<file path="src/logic/tdc_pkg.sv">
// Constants, register map and state type of the two-channel transfer controller
// What this block does
// - Two channels, each with its own request input and acknowledge output.
// - Unit is byte, word, longword or sixteen bytes as four longword accesses: four reads then four writes in dual-address mode.
// - Up to 16,777,216 units in one programmed run; 4,194,304 for sixteen-byte units.
// - Source and destination addresses are full 32-bit values.
// - Single-address: one side by acknowledge, other by address, one bus cycle per unit, four for sixteen-byte units.
// - Dual-address: both sides by address, a read then a write per unit.
// - Requests come from the pin, the serial module or auto-request.
// - Pin requests use edge or level detection, active low or high.
// - Cycle-steal and burst bus modes are selectable.
// - Channel arbitration is fixed priority or round-robin.
// - A channel raises an interrupt request when its run ends.
// - Controller, bus controller and break controller areas are refused when a unit starts from idle; burst follow-on units are not checked.
// - Processor keeps running from cache; only the external bus is shared.
// - Control bit 1 clears only by writing 0 after reading 1.
// - Operation bits 1 and 2 clear only by writing 0 after reading 1.
// - Count uses 24 bits, upper bits read zero, zero means maximum.
// - Sixteen-byte units always advance the source by sixteen.
package tdc_pkg;
  // Register indices; byte address is four times the index
  localparam logic [1:0][31:0] IX_SA  = {32'hFFFFFF90, 32'hFFFFFF80};
  localparam logic [1:0][31:0] IX_DA  = {32'hFFFFFF94, 32'hFFFFFF84};
  localparam logic [1:0][31:0] IX_CNT = {32'h0FFFFF98, 32'h0FFFFF88};
  localparam logic [1:0][31:0] IX_CC  = {32'h0FFFFF9C, 32'h0FFFFF8C};
  localparam logic [1:0][31:0] IX_VEC = {32'hFFFFFFA8, 32'hFFFFFFA0};
  localparam logic [1:0][31:0] IX_RS  = {32'hFFFFFE72, 32'hFFFFFE71};
  localparam logic [31:0]      IX_OP  = 32'h0FFFFFB0;
  // Channel control fields
  localparam int CC_DE = 0;
  localparam int CC_TE = 1;
  localparam int CC_IE = 2;
  localparam int CC_TA = 3;
  localparam int CC_TB = 4;
  localparam int CC_DL = 5;
  localparam int CC_DS = 6;
  localparam int CC_AL = 7;
  localparam int CC_AM = 8;
  localparam int CC_AR = 9;
  localparam int CC_TS = 10;
  localparam int CC_SM = 12;
  localparam int CC_DM = 14;
  // Shared operation and request select fields
  localparam int OP_DME  = 0;
  localparam int OP_NMIF = 1;
  localparam int OP_AE   = 2;
  localparam int OP_PR   = 3;
  localparam int RS_SER  = 0;
  // Reset values
  localparam logic [15:0] CC_RST = 16'h0000;
  localparam logic [3:0]  OP_RST = 4'h0;
  localparam logic [7:0]  RS_RST = 8'h00;
  // Encodings
  localparam logic [1:0]  TS_LONG  = 2'h2;
  localparam logic [1:0]  TS_16    = 2'h3;
  localparam logic [1:0]  AM_INC   = 2'h1;
  localparam logic [1:0]  AM_DEC   = 2'h2;
  localparam logic [1:0]  RESP_OK  = 2'h0;
  localparam logic [1:0]  RESP_ERR = 2'h2;
  // Forbidden on-chip control area
  localparam logic [31:0] FORBID_BASE = 32'hFFFFFE00;
  localparam logic [31:0] FORBID_MASK = 32'hFFFFFE00;
  typedef enum logic [1:0] {S_IDLE, S_GNT, S_RD, S_WR} tdc_st_t;
endpackage

</file>
<file path="src/logic/tdc_top.sv">
// Two-channel transfer controller with AXI4-Lite registers and bus master port
//
// Local design decision: the AXI4-Lite interface to the registers.
`timescale 1ns/1ps
`default_nettype none
module tdc_top (
  // Clock and reset
  input  wire logic        MCLK,
  input  wire logic        RESET,
  // AXI4-Lite slave
  input  wire logic [31:0] S_AXI_AWADDR,
  input  wire logic        S_AXI_AWVALID,
  output logic             S_AXI_AWREADY,
  input  wire logic [31:0] S_AXI_WDATA,
  input  wire logic [3:0]  S_AXI_WSTRB,
  input  wire logic        S_AXI_WVALID,
  output logic             S_AXI_WREADY,
  output logic [1:0]       S_AXI_BRESP,
  output logic             S_AXI_BVALID,
  input  wire logic        S_AXI_BREADY,
  input  wire logic [31:0] S_AXI_ARADDR,
  input  wire logic        S_AXI_ARVALID,
  output logic             S_AXI_ARREADY,
  output logic [31:0]      S_AXI_RDATA,
  output logic [1:0]       S_AXI_RRESP,
  output logic             S_AXI_RVALID,
  input  wire logic        S_AXI_RREADY,
  // Request and acknowledge pins
  input  wire logic        XFER_REQUEST_IN_CH0,
  input  wire logic        XFER_REQUEST_IN_CH1,
  output logic             XFER_ACK_OUT_CH0,
  output logic             XFER_ACK_OUT_CH1,
  input  wire logic        SERIAL_REQ_CH0,
  input  wire logic        SERIAL_REQ_CH1,
  input  wire logic        NMI_IN,
  // External bus master
  output logic             BUS_REQ,
  input  wire logic        BUS_GNT,
  output logic             MEM_VALID,
  input  wire logic        MEM_READY,
  output logic             MEM_WE,
  output logic [31:0]      MEM_ADDR,
  output logic [1:0]       MEM_SIZE,
  output logic [31:0]      MEM_WDATA,
  input  wire logic [31:0] MEM_RDATA,
  // Transfer end requests
  output logic             END_IRQ_CH0,
  output logic             END_IRQ_CH1
);
  import tdc_pkg::*;

  typedef struct packed {
    tdc_st_t          st;
    logic [1:0][31:0] sa;
    logic [1:0][31:0] da;
    logic [1:0][23:0] cnt;
    logic [1:0][15:0] cc;
    logic [1:0][7:0]  rs;
    logic [1:0][6:0]  vec;
    logic [3:0]       op;
    logic [1:0]       te_rd;
    logic [1:0]       fl_rd;
    logic [1:0]       s1;
    logic [1:0]       s2;
    logic [1:0]       sp;
    logic             n1;
    logic             n2;
    logic [1:0]       pend;
    logic             ch;
    logic             rr;
    logic [1:0]       beat;
    logic [3:0][31:0] dbuf;
    logic             breq;
    logic             mvalid;
    logic             mwe;
    logic [31:0]      maddr;
    logic [1:0]       msize;
    logic [31:0]      mwdata;
    logic [1:0]       ackp;
    logic             aw_h;
    logic             w_h;
    logic [31:0]      awa;
    logic [31:0]      wd;
    logic [3:0]       ws;
    logic             bv;
    logic [1:0]       bresp;
    logic             rv;
    logic [31:0]      rd;
    logic [1:0]       rresp;
  } tdc_s_t;

  tdc_s_t      q;
  tdc_s_t      n;
  logic        six;
  logic        sgl;
  logic        fin;
  logic [1:0]  ts;
  logic [23:0] dec;
  logic [23:0] cur_cnt;
  logic [31:0] cur_sa;
  logic [1:0]  ack_act;

  function automatic logic hit(input logic [31:0] a, input logic [31:0] ix);
    return a[31:2] == ix[29:0];
  endfunction

  function automatic logic forb(input logic [31:0] a);
    return (a & FORBID_MASK) == FORBID_BASE;
  endfunction

  // Address step by mode and unit size
  function automatic logic [31:0] step(input logic [31:0] a, input logic [1:0] m,
                                       input logic [31:0] sz);
    logic [31:0] r;
    r = a;
    if (m == AM_INC) r = a + sz;
    else if (m == AM_DEC) r = a - sz;
    return r;
  endfunction

  // Active channel decode
  assign ts      = q.cc[q.ch][CC_TS+:2];
  assign six     = ts == TS_16;
  assign sgl     = q.cc[q.ch][CC_TA];
  assign dec     = six ? 24'h000004 : 24'h000001;
  assign fin     = q.st == S_WR && q.mvalid && MEM_READY && (!six || q.beat == 2'h3);
  assign cur_cnt = q.cnt[q.ch];
  assign cur_sa  = q.sa[q.ch];

  always_comb begin
    logic [1:0]  lvl;
    logic [1:0]  prv;
    logic [1:0]  req;
    logic [1:0]  rdy;
    logic [1:0]  ser;
    logic        pk;
    logic        ok;
    logic [31:0] sz;
    lvl = 2'h0;
    prv = 2'h0;
    req = 2'h0;
    rdy = 2'h0;
    ser = {SERIAL_REQ_CH1, SERIAL_REQ_CH0};
    pk  = 1'b0;
    ok  = 1'b0;
    sz  = six ? 32'h10 : (32'h1 << ts);
    n   = q;
    // Pin synchronisers; first stage feeds only the second
    n.s1 = {XFER_REQUEST_IN_CH1, XFER_REQUEST_IN_CH0};
    n.s2 = q.s1;
    n.sp = q.s2;
    n.n1 = NMI_IN;
    n.n2 = q.n1;

    // Write channel capture; address and data may come in either order
    if (S_AXI_AWVALID && !q.aw_h) begin
      n.aw_h = 1'b1;
      n.awa  = S_AXI_AWADDR;
    end
    if (S_AXI_WVALID && !q.w_h) begin
      n.w_h = 1'b1;
      n.wd  = S_AXI_WDATA;
      n.ws  = S_AXI_WSTRB;
    end
    if (q.bv && S_AXI_BREADY) n.bv = 1'b0;
    // Register write, one cycle after both halves are held
    if (q.aw_h && q.w_h && !q.bv) begin
      n.aw_h = 1'b0;
      n.w_h  = 1'b0;
      n.bv   = 1'b1;
      for (int c = 0; c < 2; c++) begin
        if (hit(q.awa, IX_SA[c])) begin
          n.sa[c] = q.wd;
          ok = 1'b1;
        end
        if (hit(q.awa, IX_DA[c])) begin
          n.da[c] = q.wd;
          ok = 1'b1;
        end
        if (hit(q.awa, IX_CNT[c])) begin
          n.cnt[c] = q.wd[23:0];
          ok = 1'b1;
        end
        if (hit(q.awa, IX_CC[c])) begin
          n.cc[c] = q.wd[15:0];
          // Flag clears only on a 0 after it was read as 1
          n.cc[c][CC_TE] = q.cc[c][CC_TE] & ~(~q.wd[CC_TE] & q.te_rd[c]);
          n.te_rd[c] = 1'b0;
          ok = 1'b1;
        end
        if (hit(q.awa, IX_VEC[c])) begin
          n.vec[c] = q.wd[6:0];
          ok = 1'b1;
        end
        if (hit(q.awa, IX_RS[c])) begin
          if (q.ws[0]) n.rs[c] = q.wd[7:0];
          ok = 1'b1;
        end
      end
      if (hit(q.awa, IX_OP)) begin
        n.op[OP_DME] = q.wd[OP_DME];
        n.op[OP_PR]  = q.wd[OP_PR];
        n.op[OP_NMIF] = q.op[OP_NMIF] & ~(~q.wd[OP_NMIF] & q.fl_rd[0]);
        n.op[OP_AE]   = q.op[OP_AE] & ~(~q.wd[OP_AE] & q.fl_rd[1]);
        n.fl_rd = 2'h0;
        ok = 1'b1;
      end
      n.bresp = ok ? RESP_OK : RESP_ERR;
    end

    // Register read; reading a set flag arms its clear
    if (q.rv && S_AXI_RREADY) n.rv = 1'b0;
    if (S_AXI_ARVALID && !q.rv) begin
      n.rv    = 1'b1;
      n.rd    = 32'h0;
      n.rresp = RESP_ERR;
      for (int c = 0; c < 2; c++) begin
        if (hit(S_AXI_ARADDR, IX_SA[c])) begin
          n.rd = q.sa[c];
          n.rresp = RESP_OK;
        end
        if (hit(S_AXI_ARADDR, IX_DA[c])) begin
          n.rd = q.da[c];
          n.rresp = RESP_OK;
        end
        if (hit(S_AXI_ARADDR, IX_CNT[c])) begin
          n.rd = {8'h00, q.cnt[c]};
          n.rresp = RESP_OK;
        end
        if (hit(S_AXI_ARADDR, IX_CC[c])) begin
          n.rd = {16'h0000, q.cc[c]};
          n.te_rd[c] = q.cc[c][CC_TE];
          n.rresp = RESP_OK;
        end
        if (hit(S_AXI_ARADDR, IX_VEC[c])) begin
          n.rd = {25'h0, q.vec[c]};
          n.rresp = RESP_OK;
        end
        if (hit(S_AXI_ARADDR, IX_RS[c])) begin
          n.rd = {24'h000000, q.rs[c]};
          n.rresp = RESP_OK;
        end
      end
      if (hit(S_AXI_ARADDR, IX_OP)) begin
        n.rd = {28'h0000000, q.op};
        n.fl_rd = {q.op[OP_AE], q.op[OP_NMIF]};
        n.rresp = RESP_OK;
      end
    end

    // Request detection per channel
    for (int c = 0; c < 2; c++) begin
      lvl[c] = q.s2[c] ^ ~q.cc[c][CC_DL];
      prv[c] = q.sp[c] ^ ~q.cc[c][CC_DL];
      if (q.cc[c][CC_DS] && lvl[c] && !prv[c]) n.pend[c] = 1'b1;
      if (q.cc[c][CC_AR]) req[c] = 1'b1;
      else if (q.rs[c][RS_SER]) req[c] = ser[c];
      else req[c] = q.cc[c][CC_DS] ? q.pend[c] : lvl[c];
      rdy[c] = req[c] & q.cc[c][CC_DE] & ~q.cc[c][CC_TE] & q.op[OP_DME]
             & ~q.op[OP_NMIF] & ~q.op[OP_AE];
    end

    // Transfer engine; only the external bus is borrowed from the processor
    unique case (q.st)
      S_IDLE: begin
        if (|rdy) begin
          pk = (rdy[0] & rdy[1]) ? (q.op[OP_PR] & ~q.rr) : rdy[1];
          if (q.cc[pk][CC_TA] ? forb(q.cc[pk][CC_AM] ? q.sa[pk] : q.da[pk])
                              : (forb(q.sa[pk]) | forb(q.da[pk]))) begin
            n.op[OP_AE] = 1'b1;
          end else begin
            n.ch   = pk;
            n.breq = 1'b1;
            n.st   = S_GNT;
          end
        end
      end
      S_GNT: begin
        if (BUS_GNT) begin
          n.pend[q.ch] = q.cc[q.ch][CC_DS] & lvl[q.ch] & ~prv[q.ch];
          n.beat   = 2'h0;
          n.mvalid = 1'b1;
          n.msize  = six ? TS_LONG : ts;
          if (sgl) begin
            // Device side picked by acknowledge, memory side by address
            n.st    = S_WR;
            n.maddr = q.cc[q.ch][CC_AM] ? q.sa[q.ch] : q.da[q.ch];
            n.mwe   = ~q.cc[q.ch][CC_AM];
          end else begin
            n.st    = S_RD;
            n.maddr = q.sa[q.ch];
            n.mwe   = 1'b0;
          end
        end
      end
      S_RD: begin
        if (q.mvalid && MEM_READY) begin
          n.dbuf[q.beat] = MEM_RDATA;
          if (six && q.beat != 2'h3) begin
            n.beat  = q.beat + 2'h1;
            n.maddr = q.maddr + 32'h4;
          end else begin
            // Write half follows the read half
            n.beat   = 2'h0;
            n.st     = S_WR;
            n.maddr  = q.da[q.ch];
            n.mwe    = 1'b1;
            n.mwdata = six ? q.dbuf[0] : MEM_RDATA;
          end
        end
      end
      S_WR: begin
        if (q.mvalid && MEM_READY && six && q.beat != 2'h3) begin
          n.beat   = q.beat + 2'h1;
          n.maddr  = q.maddr + 32'h4;
          n.mwdata = q.dbuf[q.beat + 2'h1];
        end
      end
    endcase

    // Unit done: pointers and count advance, then end, keep the bus for a burst, or release
    if (fin) begin
      n.mvalid = 1'b0;
      n.mwe    = 1'b0;
      n.rr     = q.ch;
      n.sa[q.ch] = six ? q.sa[q.ch] + 32'h10
                       : step(q.sa[q.ch], q.cc[q.ch][CC_SM+:2], sz);
      n.da[q.ch] = step(q.da[q.ch], q.cc[q.ch][CC_DM+:2], sz);
      // Zero wraps, so a zero count runs the full 2^24 units, or 2^22 sixteen-byte units
      n.cnt[q.ch] = q.cnt[q.ch] - dec;
      if (q.cnt[q.ch] == dec) begin
        n.cc[q.ch][CC_TE] = 1'b1;
        n.breq = 1'b0;
        n.st   = S_IDLE;
      end else if (q.cc[q.ch][CC_TB] && rdy[q.ch]) begin
        n.st = S_GNT;
      end else begin
        n.breq = 1'b0;
        n.st   = S_IDLE;
      end
    end
    // Hardware sets come last so they win over a clear
    if (q.n2) n.op[OP_NMIF] = 1'b1;
    // Acknowledge pin level, polarity from the channel
    for (int c = 0; c < 2; c++) begin
      n.ackp[c] = ~(n.st == S_WR && n.mvalid && n.cc[c][CC_TA] && n.ch == 1'(c))
                ^ n.cc[c][CC_AL];
    end
  end

  // State register
  always_ff @(posedge MCLK) begin
    if (RESET) begin
      q      <= '0;
      q.ackp <= 2'h3;
    end else begin
      q <= n;
    end
  end

  // Outputs
  assign S_AXI_AWREADY    = ~q.aw_h;
  assign S_AXI_WREADY     = ~q.w_h;
  assign S_AXI_BVALID     = q.bv;
  assign S_AXI_BRESP      = q.bresp;
  assign S_AXI_ARREADY    = ~q.rv;
  assign S_AXI_RVALID     = q.rv;
  assign S_AXI_RDATA      = q.rd;
  assign S_AXI_RRESP      = q.rresp;
  assign XFER_ACK_OUT_CH0 = q.ackp[0];
  assign XFER_ACK_OUT_CH1 = q.ackp[1];
  assign BUS_REQ          = q.breq;
  assign MEM_VALID        = q.mvalid;
  assign MEM_WE           = q.mwe;
  assign MEM_ADDR         = q.maddr;
  assign MEM_SIZE         = q.msize;
  assign MEM_WDATA        = q.mwdata;
  assign END_IRQ_CH0      = q.cc[0][CC_TE] & q.cc[0][CC_IE];
  assign END_IRQ_CH1      = q.cc[1][CC_TE] & q.cc[1][CC_IE];
  assign ack_act          = q.ackp ~^ {q.cc[1][CC_AL], q.cc[0][CC_AL]};
endmodule
`default_nettype wire

</file>
<file path="config.mk">
export PLATFORM = sky130hd
export DESIGN_NAME = tdc_top
export DESIGN_NICKNAME = d
export VERILOG_FILES = /design/src/logic/tdc_pkg.sv /design/src/logic/tdc_top.sv
export SDC_FILE = /design/constraint.sdc
export NUM_CORES = 2
export LEC_CHECK = 0
export ABC_CLOCK_PERIOD_IN_PS = 11700
export BUFFER_PORTS_ARGS = -buffer_cell sky130_fd_sc_hd__buf_2
export CAP_MARGIN = 20
export CORE_MARGIN = 3
export CORE_UTILIZATION = 36
export DETAILED_ROUTE_END_ITERATION = 7
export PLACE_DENSITY = 0.57
export SYNTH_ARGS = -nofsm -noshare
export SYNTH_HDL_FRONTEND = slang
export SYNTH_SLANG_ARGS = --single-unit
</file>
<file path="constraint.sdc">
create_clock -name MCLK -period 11.7 [get_ports MCLK]
set_input_delay 2.34 -clock MCLK [delete_from_list [all_inputs] [get_ports MCLK]]
set_output_delay 2.34 -clock MCLK [all_outputs]
set_load 0.05 [all_outputs]
</file>
==> impl_results.md <==
- WP buf/inv: 2
- Worst hold path class: flop to flop
- Final worst path period share: 49.2%
- Most frequent CP cell: buf_4
- H-tree levels: 3
- Total power: 4.28 mW
- Fin crit period: 5.75 ns
- Critical Path RT: 12.17 ns
- Post-route ant nets: 0
- Most frequent cells in the layout: nand2_1 (810), dfxtp_1 (560), a21oi_1 (414), nor2_1 (283), buf_2 (249)
- Crit Path Max Fanout: 59
- Area growth from synthesis to layout: 10.9%
- Io pins: 260
- Setup CP Type: flop to flop
- Worst-Margin Slew: 1.13 ns
- Slowest stage cell, crit path: o311ai_0
- Share of the yosys chip area belonging to registers: 33.7%
- DIE WIDTH: 310 um
- Largest net degree at the start of global routing: 200
- Post-CTS Setup Bufs: 0
- LEAKAGE: 13.2 nW
- Pwr/cell area: 116 nW/um^2
- Vias per cell: 6.00
- Unique masters post-synth: 105
- Synth Instances: 4266
- Resize count post-CTS: 0
- GPL Wtd Cong: 1.02
- Remaining DRCs: 0
- Drt total wl: 133 mm
- CTS Root Cell: clkbuf_16
- Vias in the first global route: 30300
- Average size of a mapped cell: 7.82 sq um
- Layout fillers: 9525
- Fmax: 0.174 GHz
- Worst path max stage delay: 0.91 ns
- Max-cap violations: 0
- Total vias in the final route: 33100
- Setup_tns: 0 ns
- First-pass GRT wire length: 196 mm
- Worst setup SP type: flop
- TritonCTS clock tree: built
- Die ar.: 96300 sq um
- # setup viols final: 0
- Layout Nets: 4402
- Die Y: 310 um
- Synth Register Bits: 562
- Cell Chain, Critical Path: buf_4 > buf_4 > mux2i_1 > ha_1 > fa_1 > nor2b_1 > o31ai_1 > nand4_1 > o311ai_0 > and3_1 > o21ai_0 > nor3b_1
- Yosys top cell by area: dfxtp_1
- CTS Buf Count: 69
- Initial antenna violation count: 7
- Commonest non-fill, non-tap cell in the layout: nand2_1
- CTS clk-pin slew, worst paths: 0.06 ns
- Setup Skew: 0.0296 ns
- DRT Pass-1 Iters: 6
- Area fraction of the dominant cell type after synthesis: 33.7%
- GRT Total Usage: 26.6%
- Top FF cell, synth: dfxtp_1
- Starting density of the core: 36.3%
- Grt ovf: 0
- Max VDD drop: 102 uV
- Async SR Flop Fraction: 0%
- Critical Path AT: 6.22 ns
- Met3 usage: 4.57%
- Final cell count without fillers: 5521
- Final Hold Vio Count: 0
- Max clock buf depth: 3
- Met1 GRT Util: 34.8%
- Most used routing layer: met2
- Num Clock Sinks: 562
- Cell row count: 111
- Drt initial violations: 3652
- Post-synth EDFFs: 0
- Cells after DPL: 5399
- Core Area: 91800 sq um
- CP top delay family: compound AO/OA/AOI/OAI gates
- Max-slew violation count: 0
- Status: completed
- RSZ-0062 raised after global routing: no
- Mapped Area: 33300 sq um
- Hold-fix buffers at CTS: 0
- YS warnings: 0
- Layout cells sized above 1: 14.6%
- Clock Latency Late Sink: 0.64 ns
- Slew HR: 24.1%
- Global routing usage on met2: 42.7%
- Synth top area cells: dfxtp_1 (34%), nand2_1 (9.2%), a21oi_1 (6.2%), mux2i_1 (5.7%), nor2_1 (3.2%)
- Port Buf Inserts: 250
- Crit end category: flop
- DPL Wire Length: 93.6 mm
- Per-cell routed wire length: 24.1 um
## stage by stage
step | instance area [sq um] | worst slack, ns | utilization [%] | hold WS [ns]
5_1_grt | 37000 | 5.55 | 40.3 | 0.455
2_1_floorplan | 33400 | 7.02 | - | 0.413
6_report | 37000 | 5.95 | 40.3 | 0.437
4_1_cts | 37000 | 6.07 | 40.3 | 0.442
3_3_place_gp | 34700 | 6.00 | 37.8 | 0.424
3_5_place_dp | 34700 | 5.99 | 37.8 | 0.432
## kinds of logic after synthesis
family                     Yosys count  synth area share (%)
xor gates and xnor gates            61                  1.60
and+or+nand+nor                   1720                  24.3
other                                1                0.0112
adders and majority gates           29                  1.18
buffers and inverters              474                  6.83
DFF                                562                  33.7
muxes                              294                  10.4
AOI/OAI and AO/OA                 1125                  22.0
## worst paths after layout
path	start	end	slack [ns]	depth (start not counted)
max	q[310]$_SDFF_PP0_	q[523]$_SDFF_PP0_	5.95	12
min	q[313]$_SDFF_PP0_	q[326]$_SDFFE_PP0P_	0.44	2
max reg2reg	q[310]$_SDFF_PP0_	q[523]$_SDFF_PP0_	5.95	12
min reg2reg	q[313]$_SDFF_PP0_	q[326]$_SDFFE_PP0P_	0.44	2
## cell usage after synthesis (22+ instances only)
cell type,n
a211oi_1,99
a21o_1,47
a21oi_1,414
a222oi_1,22
a22oi_1,37
a31oi_1,44
and3_1,57
buf_1,24
buf_2,23
buf_4,108
clkbuf_1,262
dfxtp_1,562
ha_1,25
inv_1,49
mux2_2,66
mux2i_1,191
mux4_2,32
nand2_1,816
nand3_1,123
nand3b_1,23
nand4_1,56
nor2_1,284
nor2b_1,28
nor3_1,102
nor3b_1,22
nor4_1,40
o211ai_1,50
o21ai_0,147
o22ai_1,24
or3_1,34
xnor2_1,44
## layer usage
layer	part of all wire [%]	routed length, um
met1	41	55200
met5	0.0098	13
met3	7.9	10500
met2	46	60800
met4	5.0	6690
## where the power goes
part / total, mW / internal [mW] / switching [mW]
Sequential: 1.97 / 1.93 / 0.0357
Clock: 2.17 / 1.25 / 0.921
Combinational: 0.150 / 0.0463 / 0.104
## area by class of cell
type | count | area [sq um] | share of cell area (%)
Sequential cell | 562 | 11300 | 30.4
Timing Repair Buffer | 314 | 1750 | 4.74
Multi-Input combinational cell | 3231 | 20000 | 54.0
Antenna cell | 6 | 15.0 | 0.0406
Clock buffer | 94 | 1980 | 5.36
Clock inverter | 22 | 284 | 0.768
Tap cell | 1243 | 1560 | 4.20
Inverter | 49 | 184 | 0.497
## worst reg2reg max path: cells and delay by family, from the launching register on
| family | cells | cell delay (ns) |
|---|---|---|
| AOI/OAI and AO/OA | 3 | 1.58 |
| buffers and inverters | 2 | 1.43 |
| and+or+nand+nor | 4 | 0.86 |
| DFF | 1 | 0.70 |
| adders and majority gates | 2 | 0.51 |
| muxes | 1 | 0.49 |
No activity file was read; power rests on OpenSTA's default activity.
